File: src/srx_regs.vh
`ifndef SRX_REGS_VH
`define SRX_REGS_VH

// Register byte addresses
`define SRX_ADDR_CTRL      32'h4000_8000
`define SRX_ADDR_MODE      32'h4000_8004
`define SRX_ADDR_RXWORD    32'h4000_8008
`define SRX_ADDR_TXDATA    32'h4000_800C
`define SRX_ADDR_STATUS    32'h4000_8010
`define SRX_ADDR_IRQ_STAT  32'h4000_8020
`define SRX_ADDR_IRQ_MASK  32'h4000_8024
`define SRX_ADDR_RX_CNT    32'h4000_8104
`define SRX_ADDR_TX_CNT    32'h4000_810C
`define SRX_ADDR_RX_NXT    32'h4000_8114
`define SRX_ADDR_TX_NXT    32'h4000_811C

// Control command bits
`define SRX_CTRL_ENABLE    0
`define SRX_CTRL_DISABLE   1

// Mode configuration fields
`define SRX_MODE_MASTER    0
`define SRX_MODE_VARSEL    1
`define SRX_MODE_FLTDIS    4
`define SRX_MODE_WAITRD    5
`define SRX_MODE_BITS_LSB  8
`define SRX_MODE_BITS_W    4
`define SRX_MODE_RESET     32'h0000_0000

// Status bit positions
`define SRX_ST_RXFULL      0
`define SRX_ST_TXEMPTY     1
`define SRX_ST_MODEFLT     2
`define SRX_ST_OVERRUN     3
`define SRX_ST_RXDONE      4
`define SRX_ST_TXDONE      5
`define SRX_ST_RXBOTH      6
`define SRX_ST_ENABLED     16
`define SRX_EV_W           7

// Received word layout
`define SRX_RD_TAG_LSB     16

// Word length coding
`define SRX_LEN_BASE       5'h08
`define SRX_LEN_MAX        5'h10
`define SRX_BITS_MAXCODE   4'h8

`endif

File: src/srx_status.v
// Chosen here: the address-and-strobe port.
`timescale 1ns/1ps
`include "srx_regs.vh"
module srx_status #(
    parameter DATA_W = 16,
    parameter CS_W   = 4,
    parameter CNT_W  = 16
) (
    input  wire              mclk_i,
    input  wire              reset_n_i,
    input  wire [31:0]       addr_i,
    input  wire [31:0]       wdata_i,
    input  wire              wr_i,
    input  wire              rd_i,
    output reg  [31:0]       rdata_o,
    input  wire              sclk_i,
    input  wire              mosi_i,
    input  wire              slave_select_in_i,
    input  wire [CS_W-1:0]   chip_select_pins_i,
    input  wire              master_word_valid_i,
    input  wire [DATA_W-1:0] master_word_i,
    input  wire              tx_load_i,
    input  wire              rx_xfer_i,
    input  wire              tx_xfer_i,
    output wire [DATA_W-1:0] tx_word_o,
    output wire              enabled_o,
    output wire              master_mode_o,
    output wire              hold_transfer_o,
    output wire              irq_o
);

    // Pin synchronisers; first stage feeds only the second
    reg  [2:0]        sclk_sync_q;
    reg  [1:0]        mosi_sync_q;
    reg  [1:0]        ss_sync_q;
    wire              sclk_rise;
    wire              mosi_s;
    wire              ss_s;

    reg  [31:0]       mode_q;
    reg               enabled_q;
    reg  [DATA_W-1:0] tx_data_q;
    reg  [DATA_W-1:0] rx_word_q;
    reg  [CS_W-1:0]   rx_tag_q;
    reg               rx_full_q;
    reg               tx_empty_q;
    reg               mode_fault_q;
    reg               overrun_q;
    reg  [DATA_W-1:0] shift_q;
    reg  [4:0]        bit_cnt_q;
    reg               slave_load_q;
    reg  [DATA_W-1:0] slave_word_q;
    reg  [`SRX_EV_W-1:0] irq_stat_q;
    reg  [`SRX_EV_W-1:0] irq_mask_q;
    reg  [`SRX_EV_W-1:0] flags_prev_q;

    wire [2*CNT_W-1:0] cnt_all;
    wire [2*CNT_W-1:0] nxt_all;
    wire [1:0]         done_all;

    reg  [31:0]       status_r;
    reg  [31:0]       rxword_r;
    reg  [31:0]       read_r;

    wire              is_master;
    wire [3:0]        bits_code;
    wire [4:0]        word_len;
    wire [DATA_W-1:0] len_mask;
    wire [DATA_W-1:0] shift_next;
    wire              wr_ctrl;
    wire              wr_mode;
    wire              wr_tx;
    wire              wr_istat;
    wire              wr_imask;
    wire [1:0]        wr_cnt;
    wire [1:0]        wr_nxt;
    wire [1:0]        xfer;
    wire              rd_rx;
    wire              rd_status;
    wire              en_cmd;
    wire              dis_cmd;
    wire              fault_det;
    wire              rx_load;
    wire [DATA_W-1:0] rx_load_data;
    wire              rx_both;
    wire [`SRX_EV_W-1:0] flags_now;
    wire [`SRX_EV_W-1:0] events;

    assign sclk_rise = sclk_sync_q[1] & ~sclk_sync_q[2];
    assign mosi_s    = mosi_sync_q[1];
    assign ss_s      = ss_sync_q[1];

    assign is_master  = mode_q[`SRX_MODE_MASTER];
    assign bits_code  = mode_q[`SRX_MODE_BITS_LSB +: `SRX_MODE_BITS_W];
    assign word_len   = (bits_code > `SRX_BITS_MAXCODE) ? `SRX_LEN_MAX :
                        (`SRX_LEN_BASE + {1'b0, bits_code});
    assign len_mask   = ~({DATA_W{1'b1}} << word_len);
    assign shift_next = {shift_q[DATA_W-2:0], mosi_s};

    // Only the documented writable addresses decode; others are dropped
    assign wr_ctrl   = wr_i && (addr_i == `SRX_ADDR_CTRL);
    assign wr_mode   = wr_i && (addr_i == `SRX_ADDR_MODE);
    assign wr_tx     = wr_i && (addr_i == `SRX_ADDR_TXDATA);
    assign wr_istat  = wr_i && (addr_i == `SRX_ADDR_IRQ_STAT);
    assign wr_imask  = wr_i && (addr_i == `SRX_ADDR_IRQ_MASK);
    assign wr_cnt[0] = wr_i && (addr_i == `SRX_ADDR_RX_CNT);
    assign wr_cnt[1] = wr_i && (addr_i == `SRX_ADDR_TX_CNT);
    assign wr_nxt[0] = wr_i && (addr_i == `SRX_ADDR_RX_NXT);
    assign wr_nxt[1] = wr_i && (addr_i == `SRX_ADDR_TX_NXT);
    assign xfer      = {tx_xfer_i, rx_xfer_i};
    assign rd_rx     = rd_i && (addr_i == `SRX_ADDR_RXWORD);
    assign rd_status = rd_i && (addr_i == `SRX_ADDR_STATUS);

    assign en_cmd  = wr_ctrl & wdata_i[`SRX_CTRL_ENABLE];
    assign dis_cmd = wr_ctrl & wdata_i[`SRX_CTRL_DISABLE];

    // Another master pulling select low while we are master
    assign fault_det = enabled_q & is_master & ~mode_q[`SRX_MODE_FLTDIS] & ~ss_s;

    assign rx_load      = slave_load_q | (master_word_valid_i & is_master & enabled_q);
    assign rx_load_data = slave_load_q ? slave_word_q : (master_word_i & len_mask);

    assign rx_both = (cnt_all[0 +: CNT_W] == {CNT_W{1'b0}}) &&
                     (nxt_all[0 +: CNT_W] == {CNT_W{1'b0}});

    always @(posedge mclk_i or negedge reset_n_i) begin
        if (!reset_n_i) begin
            sclk_sync_q <= 3'h0;
            mosi_sync_q <= 2'h0;
            ss_sync_q   <= 2'h3;
        end else begin
            sclk_sync_q <= {sclk_sync_q[1:0], sclk_i};
            mosi_sync_q <= {mosi_sync_q[0], mosi_i};
            ss_sync_q   <= {ss_sync_q[0], slave_select_in_i};
        end
    end

    // Slave receive shifter, samples on rising serial clock only
    always @(posedge mclk_i or negedge reset_n_i) begin
        if (!reset_n_i) begin
            shift_q      <= {DATA_W{1'b0}};
            bit_cnt_q    <= 5'h00;
            slave_load_q <= 1'b0;
            slave_word_q <= {DATA_W{1'b0}};
        end else begin
            slave_load_q <= 1'b0;
            if (!enabled_q || is_master || ss_s) begin
                bit_cnt_q <= 5'h00;
            end else if (sclk_rise) begin
                shift_q <= shift_next;
                if (bit_cnt_q == word_len - 5'h01) begin
                    bit_cnt_q    <= 5'h00;
                    slave_load_q <= 1'b1;
                    slave_word_q <= shift_next & len_mask;
                end else begin
                    bit_cnt_q <= bit_cnt_q + 5'h01;
                end
            end
        end
    end

    always @(posedge mclk_i or negedge reset_n_i) begin
        if (!reset_n_i) begin
            mode_q    <= `SRX_MODE_RESET;
            enabled_q <= 1'b0;
            tx_data_q <= {DATA_W{1'b0}};
        end else begin
            if (wr_mode) begin
                mode_q <= wdata_i;
            end
            if (fault_det || dis_cmd) begin
                enabled_q <= 1'b0;
            end else if (en_cmd) begin
                enabled_q <= 1'b1;
            end
            if (wr_tx) begin
                tx_data_q <= wdata_i[DATA_W-1:0];
            end
        end
    end

    // Received word and its tag; new data always overwrites
    always @(posedge mclk_i or negedge reset_n_i) begin
        if (!reset_n_i) begin
            rx_word_q <= {DATA_W{1'b0}};
            rx_tag_q  <= {CS_W{1'b0}};
        end else if (rx_load) begin
            rx_word_q <= rx_load_data;
            rx_tag_q  <= is_master ? chip_select_pins_i : {CS_W{1'b0}};
        end
    end

    // Flags; a hardware set beats a same-cycle clear, except tx empty, where a TXDATA write beats a same-cycle tx load
    always @(posedge mclk_i or negedge reset_n_i) begin
        if (!reset_n_i) begin
            rx_full_q    <= 1'b0;
            tx_empty_q   <= 1'b0;
            mode_fault_q <= 1'b0;
            overrun_q    <= 1'b0;
        end else begin
            if (rx_load) begin
                rx_full_q <= 1'b1;
            end else if (rd_rx) begin
                rx_full_q <= 1'b0;
            end
            if (fault_det || dis_cmd) begin
                tx_empty_q <= 1'b0;
            end else if (en_cmd) begin
                tx_empty_q <= 1'b1;
            end else if (wr_tx) begin
                tx_empty_q <= 1'b0;
            end else if (tx_load_i && enabled_q) begin
                tx_empty_q <= 1'b1;
            end
            if (fault_det) begin
                mode_fault_q <= 1'b1;
            end else if (rd_status) begin
                mode_fault_q <= 1'b0;
            end
            // Second load while the previous word is still unread
            if (rx_load && rx_full_q && !rd_rx) begin
                overrun_q <= 1'b1;
            end else if (rd_status) begin
                overrun_q <= 1'b0;
            end
        end
    end

    // Buffer-transfer counters, rx at index 0 and tx at index 1
    genvar g;
    generate
        for (g = 0; g < 2; g = g + 1) begin : g_chan
            reg  [CNT_W-1:0] cnt_q;
            reg  [CNT_W-1:0] nxt_q;
            reg              done_q;
            wire             reach_zero;
            assign reach_zero = xfer[g] && !wr_cnt[g] &&
                                (cnt_q == {{(CNT_W-1){1'b0}}, 1'b1});
            assign cnt_all[g*CNT_W +: CNT_W] = cnt_q;
            assign nxt_all[g*CNT_W +: CNT_W] = nxt_q;
            assign done_all[g]               = done_q;
            always @(posedge mclk_i or negedge reset_n_i) begin
                if (!reset_n_i) begin
                    cnt_q  <= {CNT_W{1'b0}};
                    nxt_q  <= {CNT_W{1'b0}};
                    done_q <= 1'b0;
                end else begin
                    if (wr_cnt[g]) begin
                        cnt_q <= wdata_i[CNT_W-1:0];
                    end else if (xfer[g] && cnt_q != {CNT_W{1'b0}}) begin
                        if (reach_zero && nxt_q != {CNT_W{1'b0}}) begin
                            cnt_q <= nxt_q;
                            nxt_q <= {CNT_W{1'b0}};
                        end else begin
                            cnt_q <= cnt_q - {{(CNT_W-1){1'b0}}, 1'b1};
                        end
                    end
                    if (wr_nxt[g]) begin
                        nxt_q <= wdata_i[CNT_W-1:0];
                    end
                    if (reach_zero) begin
                        done_q <= 1'b1;
                    end else if (wr_cnt[g] || wr_nxt[g]) begin
                        done_q <= 1'b0;
                    end
                end
            end
        end
    endgenerate

    always @* begin
        status_r = 32'h0000_0000;
        status_r[`SRX_ST_RXFULL]  = rx_full_q;
        status_r[`SRX_ST_TXEMPTY] = tx_empty_q;
        status_r[`SRX_ST_MODEFLT] = mode_fault_q;
        status_r[`SRX_ST_OVERRUN] = overrun_q;
        status_r[`SRX_ST_RXDONE]  = done_all[0];
        status_r[`SRX_ST_TXDONE]  = done_all[1];
        status_r[`SRX_ST_RXBOTH]  = rx_both;
        status_r[`SRX_ST_ENABLED] = enabled_q;
    end

    always @* begin
        rxword_r = 32'h0000_0000;
        rxword_r[DATA_W-1:0] = rx_word_q;
        rxword_r[`SRX_RD_TAG_LSB +: CS_W] = is_master ? rx_tag_q : {CS_W{1'b0}};
    end

    // Interrupt status latches rising edges of the status flags
    assign flags_now = status_r[`SRX_EV_W-1:0];
    assign events    = flags_now & ~flags_prev_q;

    always @(posedge mclk_i or negedge reset_n_i) begin
        if (!reset_n_i) begin
            flags_prev_q <= {`SRX_EV_W{1'b0}};
            irq_stat_q   <= {`SRX_EV_W{1'b0}};
            irq_mask_q   <= {`SRX_EV_W{1'b0}};
        end else begin
            flags_prev_q <= flags_now;
            if (wr_istat) begin
                irq_stat_q <= (irq_stat_q & ~wdata_i[`SRX_EV_W-1:0]) | events;
            end else begin
                irq_stat_q <= irq_stat_q | events;
            end
            if (wr_imask) begin
                irq_mask_q <= wdata_i[`SRX_EV_W-1:0];
            end
        end
    end

    always @* begin
        case (addr_i)
            `SRX_ADDR_MODE:     read_r = mode_q;
            `SRX_ADDR_RXWORD:   read_r = rxword_r;
            `SRX_ADDR_STATUS:   read_r = status_r;
            `SRX_ADDR_IRQ_STAT: read_r = {{(32-`SRX_EV_W){1'b0}}, irq_stat_q};
            `SRX_ADDR_IRQ_MASK: read_r = {{(32-`SRX_EV_W){1'b0}}, irq_mask_q};
            `SRX_ADDR_RX_CNT:   read_r = {{(32-CNT_W){1'b0}}, cnt_all[0 +: CNT_W]};
            `SRX_ADDR_TX_CNT:   read_r = {{(32-CNT_W){1'b0}}, cnt_all[CNT_W +: CNT_W]};
            `SRX_ADDR_RX_NXT:   read_r = {{(32-CNT_W){1'b0}}, nxt_all[0 +: CNT_W]};
            `SRX_ADDR_TX_NXT:   read_r = {{(32-CNT_W){1'b0}}, nxt_all[CNT_W +: CNT_W]};
            default:            read_r = 32'h0000_0000;
        endcase
    end

    // Read data valid only in the cycle after the strobe
    always @(posedge mclk_i or negedge reset_n_i) begin
        if (!reset_n_i) begin
            rdata_o <= 32'h0000_0000;
        end else if (rd_i) begin
            rdata_o <= read_r;
        end else begin
            rdata_o <= 32'h0000_0000;
        end
    end

    assign tx_word_o     = tx_data_q;
    assign enabled_o     = enabled_q;
    assign master_mode_o = is_master;
    // Master shifter waits for the unread word so its tag is not lost
    assign hold_transfer_o = mode_q[`SRX_MODE_WAITRD] & rx_full_q;
    assign irq_o         = |(irq_stat_q & irq_mask_q);

endmodule

File: config.mk
export PLATFORM = sky130hd
export DESIGN_NAME = srx_status
export DESIGN_NICKNAME = d
export VERILOG_FILES = /design/src/srx_status.v
export VERILOG_INCLUDE_DIRS = /design/src /design/src/src
export SDC_FILE = /design/constraint.sdc
export NUM_CORES = 1
export LEC_CHECK = 0
export ABC_CLOCK_PERIOD_IN_PS = 3150
export BUFFER_PORTS_ARGS = -buffer_cell sky130_fd_sc_hd__buf_2
export CAP_MARGIN = 20
export CORE_MARGIN = 2
export CORE_UTILIZATION = 40
export CTS_CLUSTER_DIAMETER = 100
export CTS_CLUSTER_SIZE = 20
export DETAILED_ROUTE_END_ITERATION = 10
export GPL_ROUTABILITY_DRIVEN = 0
export PLACE_DENSITY = 0.63
export RECOVER_POWER = 50
export SYNTH_ARGS = -nofsm -noshare
export SYNTH_HDL_FRONTEND = slang
export SYNTH_SLANG_ARGS = --single-unit
File: constraint.sdc
create_clock -name mclk_i -period 3.15 [get_ports mclk_i]
set_input_delay 0.1575 -clock mclk_i [delete_from_list [all_inputs] [get_ports mclk_i]]
set_output_delay 0.1575 -clock mclk_i [all_outputs]
set_load 0.01 [all_outputs]
==> impl_table.tex <==
\begin{tabular}{lr}
\hline
Metric & Value \\
\hline
\multicolumn{2}{l}{\textbf{Floorplan}} \\
Total Die Area & 29,600 um2 \\
Vertical die dimension & 172 um \\
Std cell rows & 61 \\
Number of primary I/O pins & 147 \\
Placeable core area & 27,800 um2 \\
Chip width & 172 um \\
Initial cell density of the core & 0.406 \\
\multicolumn{2}{l}{\textbf{Drt}} \\
Average via count per standard cell & 5.78 \\
Number of violations reported at the end of detailed-routing iteration 0 & 799 \\
Drc violations & 0 \\
Total via count after detailed routing & 9,634 \\
Antenna Violating Nets Remaining & 0 \\
Routed wire length & 34,000 um \\
Pre-antenna DRT Iters & 5 \\
Routed length per instance & 20.4 um \\
\multicolumn{2}{l}{\textbf{Clocking}} \\
Reg clk slew, reported paths & 0.09 ns \\
Number of instances resized during post-cts repair & 0 \\
CTS H-tree lvls & 1 \\
Number of buffers added by the clock tree synthesis step & 15 \\
Clock tree from TritonCTS & yes \\
Number of sinks driven by the clock tree & 236 \\
Clock latency reported for the late side of the worst-skew pair & 0.50 ns \\
Post-CTS Repair Setup Buffers & 0 \\
Library cell used as clock root buffer & clkbuf\_16 \\
Maximum clock path buffer count & 3 \\
\multicolumn{2}{l}{\textbf{Worst setup path}} \\
Cell depth of the worst flop-to-flop path & 7 \\
Crit path largest cell delay & 0.65 ns \\
Cell type group with the largest total delay on the critical path & simple AND/OR/NAND/NOR gates \\
Buffer and inverter count on the worst path & 1 \\
Cells along the critical path & or4\_4 > or4\_4 > or4\_4 > or3\_1 > buf\_4 > nand3\_1 > o21ai\_0 \\
Origin of the critical flop-to-flop path & g\_chan[1].cnt\_q[10]\$\_DFFE\_PN0P\_ \\
Slowest cell on crit path & or4\_4 \\
Critical Path Most Common Cell & or4\_4 \\
Element type at the critical path start & flop \\
Maximum fanout along the worst path & 16 \\
Worst path required time & 3.51 ns \\
Worst r2r dst & g\_chan[1].nxt\_q[0]\$\_DFFE\_PN0P\_ \\
Startpoint-to-endpoint class of the critical path & reg2reg \\
Reg2reg setup slack & 0.14 ns \\
Worst Path Arrival & 3.37 ns \\
Capturing element type of the critical path & flop \\
\multicolumn{2}{l}{\textbf{Timing}} \\
Final total negative setup slack & 0 ns \\
Period minus WS final & 3.01 ns \\
Period utilization & 0.954 \\
Transition time of the tightest slew-check pin & 2.42 ns \\
Count of endpoints failing setup in the final report & 0 \\
Max frequency & 333 MHz \\
Final hold slack & -0.00201 ns \\
Max-slew headroom at the worst pin & -0.615 \\
Final number of hold-violating endpoints & 1 \\
RSZ-0062 raised after global routing & false \\
Layout Skew & 0.0208 ns \\
Fin. max-slew vios & 90 \\
\multicolumn{2}{l}{\textbf{Final layout}} \\
Fin nets & 1,387 \\
Core Util, Final & 0.484 \\
Fraction of final layout cells with drive strength greater than 1 & 0.211 \\
Design Area, Final & 13,400 um2 \\
Area of the multi-input gates & 5040 um2 \\
Count of filler cells inserted in the layout & 2,662 \\
Signed area change from the synthesized netlist to the final layout & 19.1\% \\
Storage element area & 5910 um2 \\
Final standard cell count with taps included and fillers excluded & 1,667 \\
Antenna diode count & 0 \\
\multicolumn{2}{l}{\textbf{GRT}} \\
Vias in the first global route & 9,159 \\
GRT Total Usage & 0.229 \\
Grt ovf & 0 \\
Global-route wire length before repair & 53,000 um \\
Antenna violations before repair & 0 \\
Pin count of the biggest net entering global routing & 92 \\
\multicolumn{2}{l}{\textbf{Outcome}} \\
Violations in the final reports & negative hold slack, max-capacitance violations, max-slew violations \\
Status & complete, but fails checks \\
\multicolumn{2}{l}{\textbf{Logic synthesis}} \\
Mean cell area of the mapped netlist & 10.4 um2 \\
Top post-synthesis cells by area & dfrtp\_1, mux2\_2, nand2\_1, a22oi\_1, o21ai\_0 \\
Count of synthesis-stage warnings from yosys & 0 \\
Top flip-flop cell by instance count after synthesis & dfrtp\_1 \\
Proportion of synthesized chip area in sequential cells & 0.523 \\
Synthesized area & 11,300 um2 \\
Post-synth EDFFs & 0 \\
Syn Inst Count & 1,091 \\
Number of register bits inferred by synthesis & 236 \\
Library cell with the largest summed area after synthesis & dfrtp\_1 \\
Share of Yosys cell area claimed by the top area cell type & 0.519 \\
Syn\_nets & 1,196 \\
Fraction of synthesis flops using an asynchronous set or reset pin & 1.00 \\
Unique masters post-synth & 69 \\
\multicolumn{2}{l}{\textbf{Power and ir drop}} \\
Net load switching power & 1870 uW \\
Switching power share of the total & 0.287 \\
Share of power burned in registers & 0.547 \\
Overall power & 6530 uW \\
Cell leakage power & 0.00627 uW \\
Cell internal power dissipation & 4660 uW \\
Power density cells & 485 nW/um2 \\
Gate power share & 0.149 \\
Clock group share of total power & 0.304 \\
Worst vdd ir & 0.241 mV \\
\multicolumn{2}{l}{\textbf{Min path}} \\
Hold path startpoint & master\_word\_i[3] \\
Depth of the worst hold-timing path & 3 \\
End of the worst hold path & rx\_word\_q[3]\$\_DFFE\_PN0P\_ \\
Hold WC Path Type & in2reg \\
\multicolumn{2}{l}{\textbf{Place}} \\
Number of I/O port buffers & 146 \\
Cell Area, Placed & 12,600 um2 \\
Post-DP HPWL & 24,100 um \\
Cells after DPL & 1,599 \\
\multicolumn{2}{l}{\textbf{Run}} \\
Number of max-cap violations & 1 \\
\hline
\end{tabular}
## metal layers
layer	up-vias	share of wire	track usage
met5	-	0	0
met4	0	0.026	0.0636
met3	69	0.075	0.0277
met2	396	0.46	0.358
met1	4813	0.44	0.338
li1	4356	-	-
## layout by cell type, fill, tap and decap left out, drive strengths merged, types with 4 or more instances in the layout
cell type	synthesis	final
a22o	6	6
o21a	6	6
mux2	71	71
o21ai	71	71
nand2b	9	9
and3	23	23
nor4	30	30
buf	9	152
o31ai	5	5
a22oi	53	53
or4	8	8
nor3	22	22
o41ai	4	4
a31oi	17	17
dfrtp	234	234
nor3b	7	7
nand3	71	71
nor2b	5	5
xnor2	9	9
nand2	165	165
a222oi	12	12
mux2i	21	21
clkbuf	53	63
nand4	7	7
nor2	28	28
inv	28	29
or3	6	6
ha	10	10
xor2	12	12
dlygate4sd3	0	44
a21o	8	8
a21oi	24	24
and4	6	6
and2	8	8
## worst register-to-register path, delay by kind of cell, from the launching register on
| kind | cells | cell delay [ns] |
|---|---|---|
| buffers and inverters | 1 | 0.22 |
| and+or+nand+nor | 5 | 2.12 |
| AOI/OAI and AO/OA | 1 | 0.09 |
| DFF | 1 | 0.43 |
## power groups by stage
stage	sequential, uW	combinational, uW	clock (uW)
2_1_floorplan	3480	627	0
3_3_place_gp	3620	896	0
3_5_place_dp	3620	920	0
4_1_cts	3560	968	2030
5_1_grt	3600	1090	2140
6_report	3570	971	1990
## registers in the layout (all words and copies together) (netlist names), 15 cells and up
signal        cells
slave_word_q     16
mode_q           32
tx_word_o        16
shift_q          15
g_chan.cnt_q     32
rx_word_q        16
rdata_o          32
g_chan.nxt_q     32
## Yosys cell counts, types with 5 or more instances
cell,instances
a21o_1,8
a21oi_1,24
a222oi_1,12
a22o_1,6
a22oi_1,53
a31oi_1,17
and2_1,6
and3_1,23
and4_1,6
clkbuf_1,53
dfrtp_1,234
ha_1,10
inv_1,28
mux2_2,71
mux2i_1,21
nand2_1,165
nand2b_1,9
nand3_1,61
nand3_2,10
nand4_1,7
nor2_1,28
nor2b_1,5
nor3_1,20
nor3b_1,7
nor4_1,25
nor4_2,5
o21a_1,6
o21ai_0,69
o31ai_1,5
or3_1,6
or4_1,5
xnor2_1,9
xor2_1,12
## cell type report
class                           count  area share
Sequential cell                   236       0.439
Multi-Input combinational cell    765       0.375
Timing Repair Buffer              236       0.111
Tap cell                          378      0.0352
Clock buffer                       23      0.0316
Inverter                           28     0.00782
Clock inverter                      1    0.000651
## worst max-delay path by stage
stage,from,end,depth (start not counted)
2_1_floorplan,mode_q[11]$_DFFE_PN0P_,slave_word_q[5]$_DFFE_PN0P_,11
3_3_place_gp,g_chan[1].cnt_q[10]$_DFFE_PN0P_,g_chan[1].nxt_q[0]$_DFFE_PN0P_,7
3_5_place_dp,g_chan[1].cnt_q[10]$_DFFE_PN0P_,g_chan[1].nxt_q[0]$_DFFE_PN0P_,7
4_1_cts,g_chan[1].cnt_q[10]$_DFFE_PN0P_,g_chan[1].nxt_q[0]$_DFFE_PN0P_,7
5_1_grt,g_chan[1].cnt_q[10]$_DFFE_PN0P_,g_chan[1].nxt_q[9]$_DFFE_PN0P_,7
6_report,g_chan[1].cnt_q[10]$_DFFE_PN0P_,g_chan[1].nxt_q[0]$_DFFE_PN0P_,7
## metrics by stage
| step | worst slack, ns | hold slack (ns) |
|---|---|---|
| 5_1_grt | 0.0560 | 0.0157 |
| 3_5_place_dp | 0.172 | 0.242 |
| 4_1_cts | 0.141 | 0.00429 |
| 2_1_floorplan | 0.387 | -0.138 |
| 6_report | 0.144 | -0.00201 |
| 3_3_place_gp | 0.218 | 0.249 |
## cells by family after synthesis
family	after synthesis	synth area share
xor+xnor	21	0.0163
compound gates	235	0.140
flops	236	0.523
buf+inv	90	0.0322
mux	92	0.0894
fa+ha+maj	10	0.0111
simple gates	407	0.187
## what timing repair did
| action | CTS | global route |
|---|---|---|
| hold endpoints to repair | 146 | 0 |
| endpoints found under the setup margin | 0 | 0 |
| hold buffers | 44 | 0 |
Power figures use the tool's default switching activity.
